<file path="src/isr_map.vh">
`ifndef ISR_MAP_VH
`define ISR_MAP_VH

// ********
// Register word offsets (address bits 5:2)
// ********
`define ISR_OFS_MST_REQ    4'h0
`define ISR_OFS_MST_MASK   4'h1
`define ISR_OFS_SL1_REQ    4'h2
`define ISR_OFS_SL1_MASK   4'h3
`define ISR_OFS_SL3_REQ    4'h4
`define ISR_OFS_SL3_MASK   4'h5
`define ISR_OFS_FP_CMD     4'h6
`define ISR_OFS_IR_DIS     4'h7
`define ISR_OFS_MISC       4'h8
`define ISR_OFS_SER_CTRL   4'h9
`define ISR_OFS_SER_IMASK  4'hA
`define ISR_OFS_SER_STAT   4'hB
`define ISR_OFS_RTC_CMD    4'hC
`define ISR_OFS_RTC_MASK   4'hD
`define ISR_OFS_RTC_STAT   4'hE

// ********
// Field positions
// ********
`define ISR_MST_BIT_SL1    1
`define ISR_MST_BIT_SL3    3
`define ISR_MST_BIT_FP     4
`define ISR_SL1_BIT_SER    4
`define ISR_SL3_BIT_RTC    6
`define ISR_MISC_BIT_RXRST 3
`define ISR_MISC_BIT_TXRST 4
`define ISR_SER_CTRL_NORM  2
`define ISR_SER_ST_LEFT    5
`define ISR_SER_ST_CENTER  3
`define ISR_SER_ST_TXE     1
`define ISR_SER_ST_RIGHT   0
`define ISR_SER_IM_TXE     0
`define ISR_RTC_CMD_RUN    4
`define ISR_RTC_BIT_HUND   1

// ********
// Command values and reset values
// ********
`define ISR_FP_CMD_A       8'h04
`define ISR_FP_CMD_B       8'h22
`define ISR_FP_CMD_C       8'hE0
`define ISR_FP_CMD_C_COUNT 6'h21
`define ISR_IR_DIS_OFF     8'h00
`define ISR_RST_MASK       8'hFF
`define ISR_RST_IR_DIS     8'h01
`define ISR_RST_ZERO       8'h00

// ********
// Timing
// ********
`define ISR_CLK_KHZ        125000
`define ISR_RTC_TICK_MS    10
`define ISR_RTC_TICK_CYC   (`ISR_CLK_KHZ * `ISR_RTC_TICK_MS)

`endif

</file>
<file path="src/isr_top.v">
// Contract
// - Front panel request appears as master request bit 4 while pending.
// - Front panel request reaches processor only while master mask bit 4 is low.
// - Writing 00h drives LED-off line low; later nonzero write raises it, raising panel request.
// - Host writes 04h, 22h, then E0h thirty-three times to clear panel request.
// - Serial request appears as first slave request bit 4.
// - Serial request passes only while master bit 1 and slave1 bit 4 masks low.
// - Control latch bits 3 and 4 hold serial receiver and transmitter in reset.
// - Control select 38h gives loopback; output mask 00h suppresses all serial requests.
// - Output mask 01h enables transmitter-empty request, asserted while transmitter is empty.
// - Serial status shows left, centre, right data-back in bits 5, 3, 0.
// - Writing 00h to clock mask register masks every clock source.
// - Reading clock status register clears all its pending interrupts.
// - Clock request appears as third slave request bit 6.
// - Clock request passes only while slave3 bit 6 and master bit 3 masks low.
// - Command 18h with mask 02h fires hundredth-second interrupt within 10 ms.
// - Command 08h stops hundredth-second interrupt generation.
//
// Implementation choices: the address map and register access over Avalon-MM.
`timescale 1ns/1ps
`include "isr_map.vh"

module isr_top #(
    parameter TICK_CYCLES = `ISR_RTC_TICK_CYC
) (
    // Clock and reset.
    input  wire        CLK_I,
    input  wire        RST_N_I,
    // Avalon-MM slave.
    input  wire [5:0]  AVS_ADDRESS_I,
    input  wire        AVS_READ_I,
    input  wire        AVS_WRITE_I,
    input  wire [31:0] AVS_WRITEDATA_I,
    output wire [31:0] AVS_READDATA_O,
    output wire        AVS_WAITREQUEST_O,
    // Serial link port pins.
    input  wire [2:0]  SERIAL_LINK_PORT_DATA_BACK_I,
    input  wire [2:0]  SERIAL_LINK_PORT_EVENT_I,
    output wire        SERIAL_LINK_PORT_RX_RESET_O,
    output wire        SERIAL_LINK_PORT_TX_RESET_O,
    output wire        SERIAL_LINK_PORT_LOOPBACK_O,
    // Front panel.
    output wire        INFRARED_LED_OFF_N_O,
    // Processor interrupt.
    output wire        CPU_INT_O
);

    // ****************************************************************
    // Front panel command sequence states
    // ****************************************************************
    localparam FP_IDLE  = 4'b0001;
    localparam FP_GOT_A = 4'b0010;
    localparam FP_GOT_B = 4'b0100;
    localparam FP_COUNT = 4'b1000;

    // ****************************************************************
    // Declarations
    // ****************************************************************
    reg  [7:0]  master_mask;
    reg  [7:0]  slave1_mask;
    reg  [7:0]  slave3_mask;
    reg  [7:0]  fp_cmd;
    reg  [7:0]  ir_dis;
    reg  [7:0]  misc_ctrl;
    reg  [7:0]  ser_ctrl;
    reg  [7:0]  ser_imask;
    reg  [7:0]  rtc_cmd;
    reg  [7:0]  rtc_mask;
    reg  [7:0]  rtc_status;
    reg         fp_pending;
    reg  [3:0]  fp_state;
    reg  [3:0]  next_fp_state;
    reg  [5:0]  fp_count;
    reg  [5:0]  next_fp_count;
    reg         fp_clear;
    reg  [31:0] tick_count;
    reg         tick;
    reg         ack;
    reg  [31:0] rdata;
    reg  [31:0] next_rdata;
    wire [2:0]  data_back;
    wire [2:0]  ser_ext;
    wire        bus_req;
    wire        accept;
    wire        wr_en;
    wire        rd_en;
    wire [3:0]  reg_sel;
    wire [7:0]  wbyte;
    wire        rx_reset;
    wire        tx_reset;
    wire        tx_empty;
    wire [3:0]  ser_events;
    wire        ser_req;
    wire        rtc_req;
    wire [7:0]  slave1_req;
    wire [7:0]  slave3_req;
    wire        slave1_out;
    wire        slave3_out;
    wire [7:0]  master_req;
    wire [7:0]  ser_status;
    wire        ir_rise;
    wire        tick_run;

    // ****************************************************************
    // Pin synchronisers
    // ****************************************************************
    isr_sync #(
        .WIDTH (6)
    ) u_sync (
        .clk_i   (CLK_I),
        .rst_n_i (RST_N_I),
        .async_i ({SERIAL_LINK_PORT_EVENT_I, SERIAL_LINK_PORT_DATA_BACK_I}),
        .sync_o  ({ser_ext, data_back})
    );

    // ****************************************************************
    // Avalon-MM slave
    // ****************************************************************
    // One wait state lets read data settle in a flop before the master samples it.
    assign bus_req           = AVS_READ_I | AVS_WRITE_I;
    assign accept            = bus_req & ack;
    assign wr_en             = accept & AVS_WRITE_I;
    assign rd_en             = accept & AVS_READ_I;
    assign reg_sel           = AVS_ADDRESS_I[5:2];
    assign wbyte             = AVS_WRITEDATA_I[7:0];
    assign AVS_WAITREQUEST_O = bus_req & ~ack;
    assign AVS_READDATA_O    = rdata;

    always @(posedge CLK_I or negedge RST_N_I) begin
        if (!RST_N_I) begin
            ack   <= 1'b0;
            rdata <= 32'h0000_0000;
        end else begin
            ack <= bus_req & ~ack;
            if (bus_req & ~ack) begin
                rdata <= next_rdata;
            end
        end
    end

    always @* begin
        next_rdata = 32'h0000_0000;
        case (reg_sel)
            `ISR_OFS_MST_REQ: begin
                next_rdata[7:0] = master_req;
            end
            `ISR_OFS_MST_MASK: begin
                next_rdata[7:0] = master_mask;
            end
            `ISR_OFS_SL1_REQ: begin
                next_rdata[7:0] = slave1_req;
            end
            `ISR_OFS_SL1_MASK: begin
                next_rdata[7:0] = slave1_mask;
            end
            `ISR_OFS_SL3_REQ: begin
                next_rdata[7:0] = slave3_req;
            end
            `ISR_OFS_SL3_MASK: begin
                next_rdata[7:0] = slave3_mask;
            end
            `ISR_OFS_FP_CMD: begin
                next_rdata[7:0] = fp_cmd;
            end
            `ISR_OFS_IR_DIS: begin
                next_rdata[7:0] = ir_dis;
            end
            `ISR_OFS_MISC: begin
                next_rdata[7:0] = misc_ctrl;
            end
            `ISR_OFS_SER_CTRL: begin
                next_rdata[7:0] = ser_ctrl;
            end
            `ISR_OFS_SER_IMASK: begin
                next_rdata[7:0] = ser_imask;
            end
            `ISR_OFS_SER_STAT: begin
                next_rdata[7:0] = ser_status;
            end
            `ISR_OFS_RTC_CMD: begin
                next_rdata[7:0] = rtc_cmd;
            end
            `ISR_OFS_RTC_MASK: begin
                next_rdata[7:0] = rtc_mask;
            end
            `ISR_OFS_RTC_STAT: begin
                next_rdata[7:0] = rtc_status;
            end
            default: begin
                next_rdata = 32'h0000_0000;
            end
        endcase
    end

    // ****************************************************************
    // Writable registers
    // ****************************************************************
    always @(posedge CLK_I or negedge RST_N_I) begin
        if (!RST_N_I) begin
            master_mask <= `ISR_RST_MASK;
            slave1_mask <= `ISR_RST_MASK;
            slave3_mask <= `ISR_RST_MASK;
            fp_cmd      <= `ISR_RST_ZERO;
            ir_dis      <= `ISR_RST_IR_DIS;
            misc_ctrl   <= `ISR_RST_ZERO;
            ser_ctrl    <= `ISR_RST_ZERO;
            ser_imask   <= `ISR_RST_ZERO;
            rtc_cmd     <= `ISR_RST_ZERO;
            rtc_mask    <= `ISR_RST_ZERO;
        end else if (wr_en) begin
            case (reg_sel)
                `ISR_OFS_MST_MASK: begin
                    master_mask <= wbyte;
                end
                `ISR_OFS_SL1_MASK: begin
                    slave1_mask <= wbyte;
                end
                `ISR_OFS_SL3_MASK: begin
                    slave3_mask <= wbyte;
                end
                `ISR_OFS_FP_CMD: begin
                    fp_cmd <= wbyte;
                end
                `ISR_OFS_IR_DIS: begin
                    ir_dis <= wbyte;
                end
                `ISR_OFS_MISC: begin
                    misc_ctrl <= wbyte;
                end
                `ISR_OFS_SER_CTRL: begin
                    ser_ctrl <= wbyte;
                end
                `ISR_OFS_SER_IMASK: begin
                    ser_imask <= wbyte;
                end
                `ISR_OFS_RTC_CMD: begin
                    rtc_cmd <= wbyte;
                end
                `ISR_OFS_RTC_MASK: begin
                    rtc_mask <= wbyte;
                end
                default: begin
                    master_mask <= master_mask;
                end
            endcase
        end
    end

    // ****************************************************************
    // Front panel
    // ****************************************************************
    assign INFRARED_LED_OFF_N_O = (ir_dis != `ISR_IR_DIS_OFF);
    // The panel raises its request when its LEDs come back on after being off.
    assign ir_rise = wr_en & (reg_sel == `ISR_OFS_IR_DIS) & ~INFRARED_LED_OFF_N_O
                     & (wbyte != `ISR_IR_DIS_OFF);

    always @* begin
        next_fp_state = fp_state;
        next_fp_count = fp_count;
        fp_clear      = 1'b0;
        if (wr_en & (reg_sel == `ISR_OFS_FP_CMD)) begin
            case (fp_state)
                FP_GOT_A: begin
                    next_fp_state = (wbyte == `ISR_FP_CMD_B) ? FP_GOT_B : FP_IDLE;
                    next_fp_count = 6'h00;
                end
                FP_GOT_B, FP_COUNT: begin
                    if (wbyte == `ISR_FP_CMD_C) begin
                        next_fp_count = fp_count + 6'h01;
                        next_fp_state = FP_COUNT;
                        if (fp_count == (`ISR_FP_CMD_C_COUNT - 6'h01)) begin
                            fp_clear      = 1'b1;
                            next_fp_state = FP_IDLE;
                        end
                    end else begin
                        next_fp_state = FP_IDLE;
                        next_fp_count = 6'h00;
                    end
                end
                default: begin
                    next_fp_state = FP_IDLE;
                    next_fp_count = 6'h00;
                end
            endcase
            // A fresh first command always restarts the sequence.
            if (wbyte == `ISR_FP_CMD_A) begin
                next_fp_state = FP_GOT_A;
                next_fp_count = 6'h00;
            end
        end
    end

    always @(posedge CLK_I or negedge RST_N_I) begin
        if (!RST_N_I) begin
            fp_state   <= FP_IDLE;
            fp_count   <= 6'h00;
            fp_pending <= 1'b0;
        end else begin
            fp_state <= next_fp_state;
            fp_count <= next_fp_count;
            if (ir_rise) begin
                fp_pending <= 1'b1;
            end else if (fp_clear) begin
                fp_pending <= 1'b0;
            end
        end
    end

    // ****************************************************************
    // Serial link port
    // ****************************************************************
    assign rx_reset = misc_ctrl[`ISR_MISC_BIT_RXRST];
    assign tx_reset = misc_ctrl[`ISR_MISC_BIT_TXRST];
    assign SERIAL_LINK_PORT_RX_RESET_O = rx_reset;
    assign SERIAL_LINK_PORT_TX_RESET_O = tx_reset;
    assign SERIAL_LINK_PORT_LOOPBACK_O = ~ser_ctrl[`ISR_SER_CTRL_NORM];
    // No character path is modelled, so a released transmitter always stands empty.
    assign tx_empty   = ~tx_reset;
    assign ser_events = {ser_ext & {3{~rx_reset}}, tx_empty};
    assign ser_req    = |(ser_events & ser_imask[3:0]);

    assign ser_status = {2'b00,
                         data_back[2],
                         1'b0,
                         data_back[1],
                         1'b0,
                         tx_empty,
                         data_back[0]};

    // ****************************************************************
    // Real-time clock
    // ****************************************************************
    assign tick_run = rtc_cmd[`ISR_RTC_CMD_RUN];

    always @(posedge CLK_I or negedge RST_N_I) begin
        if (!RST_N_I) begin
            tick_count <= 32'h0000_0000;
            tick       <= 1'b0;
        end else if (!tick_run) begin
            tick_count <= 32'h0000_0000;
            tick       <= 1'b0;
        end else if (tick_count == (TICK_CYCLES - 1)) begin
            tick_count <= 32'h0000_0000;
            tick       <= 1'b1;
        end else begin
            tick_count <= tick_count + 32'h0000_0001;
            tick       <= 1'b0;
        end
    end

    // A tick landing on the clearing read survives it.
    always @(posedge CLK_I or negedge RST_N_I) begin
        if (!RST_N_I) begin
            rtc_status <= 8'h00;
        end else begin
            if (rd_en & (reg_sel == `ISR_OFS_RTC_STAT)) begin
                rtc_status <= 8'h00;
            end
            if (tick) begin
                rtc_status[`ISR_RTC_BIT_HUND] <= 1'b1;
            end
        end
    end

    assign rtc_req = |(rtc_status & rtc_mask);

    // ****************************************************************
    // Cascaded controllers
    // ****************************************************************
    assign slave1_req = {3'b000, ser_req, 4'b0000};
    assign slave3_req = {1'b0, rtc_req, 6'b00_0000};
    assign slave1_out = |(slave1_req & ~slave1_mask);
    assign slave3_out = |(slave3_req & ~slave3_mask);
    assign master_req = {3'b000, fp_pending, slave3_out, 1'b0, slave1_out, 1'b0};
    assign CPU_INT_O  = |(master_req & ~master_mask);

endmodule // isr_top

</file>
<file path="src/isr_sync.v">
`timescale 1ns/1ps

module isr_sync #(
    parameter WIDTH = 1
) (
    // Clock and reset.
    input  wire             clk_i,
    input  wire             rst_n_i,
    // Data.
    input  wire [WIDTH-1:0] async_i,
    output reg  [WIDTH-1:0] sync_o
);

    reg [WIDTH-1:0] stage1;
    reg [WIDTH-1:0] stage2;
    reg [WIDTH-1:0] stage3;
    genvar          g;

    always @(posedge clk_i or negedge rst_n_i) begin
        if (!rst_n_i) begin
            stage1 <= {WIDTH{1'b0}};
            stage2 <= {WIDTH{1'b0}};
            stage3 <= {WIDTH{1'b0}};
        end else begin
            stage1 <= async_i;
            stage2 <= stage1;
            stage3 <= stage2;
        end
    end

    // A bit only moves once two settled stages agree, so one bad sample is ignored.
    generate
        for (g = 0; g < WIDTH; g = g + 1) begin : g_bit
            always @(posedge clk_i or negedge rst_n_i) begin
                if (!rst_n_i) begin
                    sync_o[g] <= 1'b0;
                end else if (stage2[g] == stage3[g]) begin
                    sync_o[g] <= stage3[g];
                end
            end
        end
    endgenerate

endmodule // isr_sync

</file>
<file path="config.mk">
export PLATFORM = sky130hd
export DESIGN_NAME = isr_top
export DESIGN_NICKNAME = d
export VERILOG_FILES = /design/src/isr_top.v /design/src/isr_sync.v
export VERILOG_INCLUDE_DIRS = /design/src
export SDC_FILE = /design/constraint.sdc
export NUM_CORES = 1
export LEC_CHECK = 0
export BUFFER_PORTS_ARGS = -buffer_cell sky130_fd_sc_hd__buf_2
export CAP_MARGIN = 20
export CORE_ASPECT_RATIO = 0.8
export CORE_MARGIN = 4
export CORE_UTILIZATION = 60
export DETAILED_ROUTE_END_ITERATION = 7
export PLACE_DENSITY = 0.87
export SLEW_MARGIN = 25
export SYNTH_ARGS = -nofsm -noshare
export SYNTH_HDL_FRONTEND = slang
export SYNTH_SLANG_ARGS = --single-unit
</file>
<file path="constraint.sdc">
create_clock -name CLK_I -period 3.7 [get_ports CLK_I]
set_input_delay 0.185 -clock CLK_I [delete_from_list [all_inputs] [get_ports CLK_I]]
set_output_delay 0.185 -clock CLK_I [all_outputs]
set_load 0.01 [all_outputs]
</file>
## Word-level counts from Yosys, hierarchy flattened

Cells that the tools add are included.

| cells by class | value |
|---|---|
| add/sub/neg operators | 2 |
| $mul | 0 |
| div/mod/pow operators | 0 |
| $lt $le $gt $ge | 0 |
| eq/ne operators | 28 |
| shift-type cells | 0 |
| mux-type cells | 21 |
| bitwise operators | 24 |
| reductions and logical operators | 21 |

Operator list:

| kind | count |
|---|---|
| 8-bit case mux with 15 select lines | 1 |
| 32-bit two-way mux | 2 |
| 32-bit by 1-bit adder with 32-bit output (second input constant) | 1 |
| 32-bit by 21-bit equality test with 1-bit output (second input constant) | 1 |
| 4-bit equality test (second input constant) | 8 |
| 8-bit OR reduction | 4 |
| 8-bit NOT | 3 |
| 4-bit by 3-bit equality test with 1-bit output (second input constant) | 5 |
| 2-bit AND reduction | 10 |
| 6-bit two-way mux | 3 |
| 5-bit by 8-bit AND with 8-bit output | 2 |
| 8-bit nonzero test | 2 |
| 4-bit by 2-bit equality test with 1-bit output (second input constant) | 3 |
| 4-bit two-way mux | 3 |
| 1-bit AND | 9 |
| 1-bit two-way mux | 9 |
| 2-bit by 8-bit AND with 8-bit output | 1 |
| 7-bit by 8-bit AND with 8-bit output | 1 |
| 8-bit by 3-bit equality test with 1-bit output (second input constant) | 1 |
| 8-bit by 6-bit equality test with 1-bit output (second input constant) | 1 |
| 8-bit equality test (second input constant) | 1 |
| 4-bit case mux with 2 select lines | 1 |
| 6-bit by 1-bit adder with 6-bit output (second input constant) | 1 |
| 1-bit equality test | 6 |
| other kinds (12) | 17 |

| word-level totals | value |
|---|---|
| register bits | 158 |
| bits in latches | 0 |
| memory bits (writable) | 0 |
| bits in read-only memories | 0 |
| input bits | 48 |
| output and inout bits | 38 |
| memories | 0 |

## Depth between registers and ports, before layout

| logic depth | value |
|---|---|
| depth in word-level cells | 8 |
| gate-level depth with buffers | 7 |
| mapped depth without buffers | 6 |

## Hierarchy

A second synthesis with hierarchy kept.

| second synthesis, totals | value |
|---|---|
| cell total of the unflattened synthesis | 677 |
| area, all modules | 7,566.0 um^2 |

By module, submodules not included:

| module | times used | cells an instance | area each (um^2) |
|---|---|---|---|
| isr_top | 1 | 647 | 6,897.9 |
| isr_sync | 1 | 30 | 668.1 |

## Worst setup path after synthesis

No wires, ideal clock.

| path | value |
|---|---|
| path type | flip-flop to flip-flop |
| from | reg tick_count[0] |
| to | reg tick_count[23] |
| setup time | 0.121 ns |
| data arrival time | 1.505 ns |
| data required time | 3.579 ns |
| slack | 2.074 ns |
| cell stages (with the launch flop) | 8 |
| path buffers | 1 |
| clock period less this slack | 1.626 ns |
| cell sequence | dfrtp_1 -> ha_1 -> and3_1 -> nand3_1 -> nor4_1 -> nand2b_1 -> buf_2 -> nor2_1 |

| between the ends | value |
|---|---|
| longest elaborated chain between the ends | 3 |

Ends and longest elaborated chain:

| what | line | RTL |
|---|---|---|
| start: declaration | isr_top.v:76 | `reg [31:0] tick_count;` |
| start signal: assignment | isr_top.v:346 | `tick_count <= tick_count + 32'h0000_0001;` |
| 32-bit by 1-bit adder with 32-bit output / 32-bit by 21-bit equality test with 1-bit output (equally long branches) | isr_top.v:346, isr_top.v:342 |  |
| 32-bit two-way mux (*) | isr_top.v:342 | `end else if (tick_count == (TICK_CYCLES - 1)) begin` |
| 32-bit two-way mux (*) | isr_top.v:339 | `end else if (!tick_run) begin` |

Every way passes the cells marked *; elsewhere a longest branch is shown, timed or not.
A chain may end at the register's enable or synchronous reset.

## Worst setup path in the final report

| path | value |
|---|---|
| from | reg ack |
| to | out AVS_WAITREQUEST_O |

| between the ends | value |
|---|---|
| longest elaborated chain between the ends | 2 |

Ends and longest elaborated chain:

| what | line | RTL |
|---|---|---|
| start: declaration | isr_top.v:78 | `reg ack;` |
| start signal: assignment | isr_top.v:134 | `ack <= bus_req & ~ack;` |
| 1-bit NOT | isr_top.v:126 | `assign AVS_WAITREQUEST_O = bus_req & ~ack;` |
| 1-bit AND | isr_top.v:126 |  |
| end: declaration | isr_top.v:35 | `output wire AVS_WAITREQUEST_O,` |

Every way passes these cells.

==> results.txt <==
----------------------------------------------------
[Clock tree]
  CTS Buffer Depth ... 2
  TritonCTS clock tree ... done
  Cell chosen for the clock root ... clkbuf_16
  Post-CTS Setup Bufs ... 0
  Number of sinks handled by clock tree synthesis ... 158
  Depth of the CTS H-tree ... 4
  Clock-pin slew on the worst setup and hold paths ... 0.06 ns
  Insertion delay to the later sink of the worst-skew pair ... 0.44 ns
  Number of clock buffers inserted by TritonCTS ... 17

[Finish]
  Net count of the finished layout ... 773
  Final instance count without filler cells ... 906
  Fraction of final layout cells with drive strength greater than 1 ... 0.260
  Post-layout instance area ... 0.00860 mm^2
  Leading cell type in the layout, fill and taps excluded ... dfrtp_1
  Layout overhead on the synthesized area ... 12.3%
  Most used cells in the layout excluding fill and tap cells ... 132 x dfrtp_1, 75 x mux2_2, 57 x nand2_1
  # diodes ... 0

[Yosys]
  Warning count from the yosys run ... 0
  Sequential area share after synthesis ... 0.521
  Instance count of the mapped netlist ... 693
  Mean instance size in the synthesized netlist ... 11.0 um^2
  Synthesized cell area ... 0.00766 mm^2
  Yosys reg bits ... 158
  Dominant synthesized flop cell ... dfrtp_1
  Asr flop ratio synth ... 1.00
  Number of enable-type register cells in the synthesized netlist ... 0
  Post-synthesis cell type count ... 71

[Placement]
  # port buffers ... 35
  Gpl congestion ... 1.01
  DP Wirelength ... 12.6 mm
  Post-DP Area ... 0.00782 mm^2
  Placed cell count ... 866

[STA]
  Fin. Hold Viols ... 0
  Number of failing setup endpoints in the final timing report ... 0
  Max frequency ... 0.422 GHz
  Final slew viol count ... 0
  Aggregate negative setup slack ... 0 ns
  Transition time of the tightest slew-check pin ... 0.947 ns
  RSZ-0062 raised after global routing ... false
  Final Cycle Share ... 0.641
  Final critical path time including I/O delays and setup ... 2.37 ns
  Normalized max-slew margin ... 0.367
  Clock skew after layout ... 0.00969 ns

[Critical path]
  Critical path endpoint category ... output pin
  Worst reg2reg path endpoint ... tick_count[7]$_DFF_PN0_
  Number of buffer and inverter stages on the critical path ... 2
  WP data required ... 3.51 ns
  Start of the worst register-to-register path ... tick_count[8]$_DFF_PN0_
  List of cells traversed by the critical path ... o21bai_1, clkinv_1, buf_2
  Path type of the worst setup path ... register to output pin
  Delay contributed by the slowest stage of the critical path ... 0.58 ns
  FF-to-FF path depth ... 6
  Master of the slowest instance on the critical path ... clkinv_1
  Nature of the critical path startpoint ... register
  CP delay by family, top ... buffers and inverters
  Maximum fanout along the worst path ... 13
  Flop2flop setup slack ... 1.56 ns
  Arrival time of the worst setup path ... 2.19 ns

[Die]
  Placeable core region ... 0.0123 mm^2
  Number of top-level pins ... 86
  Height of the die ... 109 um
  Num rows ... 36
  Width of the die ... 134 um
  Starting density of the core ... 0.620
  Floorplan die area ... 0.0146 mm^2

[Route]
  Number of DRC markers in iteration 0 ... 886
  Final routed wire length divided by cell count ... 21.4 um
  Post-route DRC violation count ... 0
  Vias after detailed routing ... 5880
  First-pass iteration count of the detailed router ... 6
  Detailed-route vias per instance ... 6.49
  Number of routed nets with antenna violations ... 0
  WL final ... 19.4 mm

[Global route]
  First-pass GRT wire length ... 31.5 mm
  Overall overflow remaining after global route ... 0
  Total routing usage reported by global routing ... 0.280
  Largest net degree at the start of global routing ... 107
  Number of global-route vias before repair ... 5944
  Initial antenna violation count ... 0

[Hold path]
  End of the worst hold path ... fp_cmd[3]$_DFFE_PN0P_
  Cell depth of the worst min-delay path ... 3
  HP Class ... input pin to register
  Worst min-delay path startpoint ... AVS_WRITEDATA_I[3]

[Status]
  Outcome ... finished, final reports clean

[Power and ir drop]
  LEAKAGE ... 3.66 nW
  PD cells ... 559 mW/mm^2
  Worst-case vdd ir drop ... 0.000395 V

[Flow run]
  Number of maximum-capacitance violations ... 0

----------------------------------------------------
==> cells by family (layout without fill, tap and decap cells) <==
| logic type | count (synthesis) | in the layout | share of synthesized area |
|---|---|---|---|
| simple gates | 246 | 246 | 0.176 |
| flops | 158 | 158 | 0.521 |
| compound gates | 89 | 89 | 0.0807 |
| mux | 82 | 82 | 0.119 |
| buf+inv | 77 | 96 | 0.0541 |
| xor+xnor | 31 | 31 | 0.0355 |
| fa+ha+maj | 9 | 9 | 0.0127 |
| other cells | 1 | 24 | 0.000490 |
==> worst max-delay path by stage <==
stage               slack, ns                    start                          to  cells after the start
floorplan                2.07  tick_count[0]$_DFF_PN0_    tick_count[23]$_DFF_PN0_                      7
global placement         1.10         AVS_ADDRESS_I[2]     rtc_mask[0]$_DFFE_PN0P_                      5
detailed placement       1.03         AVS_ADDRESS_I[2]  slave3_mask[0]$_DFFE_PN1P_                      5
CTS                      1.35            ack$_DFF_PN0_           AVS_WAITREQUEST_O                      3
global route             1.22            ack$_DFF_PN0_           AVS_WAITREQUEST_O                      3
finish                   1.33            ack$_DFF_PN0_           AVS_WAITREQUEST_O                      3
==> through the flow <==
| step | hold slack [ns] | setup slack [ns] | power, mW | util |
|---|---|---|---|---|
| floorplan | -0.111 | 2.07 | 2.59 | - |
| global placement | 0.294 | 1.10 | 2.76 | 0.634 |
| detailed placement | 0.294 | 1.03 | 2.81 | 0.634 |
| CTS | 0.0744 | 1.35 | 4.81 | 0.694 |
| global route | 0.0959 | 1.22 | 4.98 | 0.697 |
| finish | 0.101 | 1.33 | 4.81 | 0.697 |
==> layer usage <==
metal,GRT usage,part of all wire,vias up
met5,0,0,-
met4,0.140,0.043,0
met3,0.0844,0.11,100
met2,0.431,0.46,395
met1,0.365,0.39,2897
li1,-,-,2488
==> Yosys cell counts (3+ instances only) <==
cell type  instances  area [um^2]
a22oi_1            9         67.6
o21ai_0           27          135
a21oi_1            9         45.0
nor4_1            15         93.8
nor3_1            17         85.1
nor2b_1           10         62.6
nand2b_1           8         50.1
maj3_1             6         60.1
or3_1              3         18.8
buf_4             25          188
dfstp_2           26          683
and4_1             4         35.0
clkbuf_1          16         60.1
a31oi_1            8         50.1
buf_2             18         90.1
inv_1             15         56.3
ha_1               3         37.5
nand4_1           10         62.6
nor3b_1            4         30.0
nand3_1           27          135
mux2_2            75          845
o31ai_1            4         30.0
nor2_2             3         18.8
xnor2_1           19          166
a32oi_1            4         35.0
nor2_1            52          195
xor2_1            12          105
nor4_4             3         63.8
dfrtp_1          132         3300
nand2_1           57          214
and2_1             3         18.8
and3_1            10         62.6
a32o_1             4         40.0
mux2i_1            7         70.1
==> registers in the layout, summed over array words and instances, names as in the netlist, 6 cells and up <==
| signal | count |
|---|---|
| tick_count | 32 |
| AVS_READDATA_O | 8 |
| fp_cmd | 8 |
| ir_dis | 8 |
| master_mask | 8 |
| misc_ctrl | 8 |
| rtc_cmd | 8 |
| rtc_mask | 8 |
| ser_ctrl | 8 |
| ser_imask | 8 |
| slave1_mask | 8 |
| slave3_mask | 8 |
| fp_count | 6 |
| u_sync.stage1 | 6 |
| u_sync.stage2 | 6 |
| u_sync.stage3 | 6 |
| u_sync.sync_o | 6 |
==> what timing repair did <==
item | 4_1_cts | 5_1_grt
gates resized for setup | 0 | 0
hold buffers | 7 | 0
endpoints found under the hold margin | 94 | 0
==> layout make-up <==
cell class | instances | area, um^2
inverters | 16 | 60.1
clock inverters | 9 | 179
multi-input cells | 481 | 3340
flip-flops and latches | 158 | 3990
fillers | 845 | 3740
clock buffers | 23 | 498
well taps | 171 | 214
repair buffers | 48 | 317
==> where the power goes <==
| part | switching, mW | internal [mW] | total (mW) |
|---|---|---|---|
| combinational | 0.361 | 0.279 | 0.640 |
| clock | 0.699 | 1.29 | 1.99 |
| sequential | 0.167 | 2.02 | 2.18 |
| total | 1.23 | 3.58 | 4.81 |
==> worst register-to-register path: cells and delay by family, from the launching register on <==
family,cells,cell delay [ns]
simple gates,5,1.22
flops,1,0.45
buf+inv,1,0.33
(Power assumes the default switching activity.)
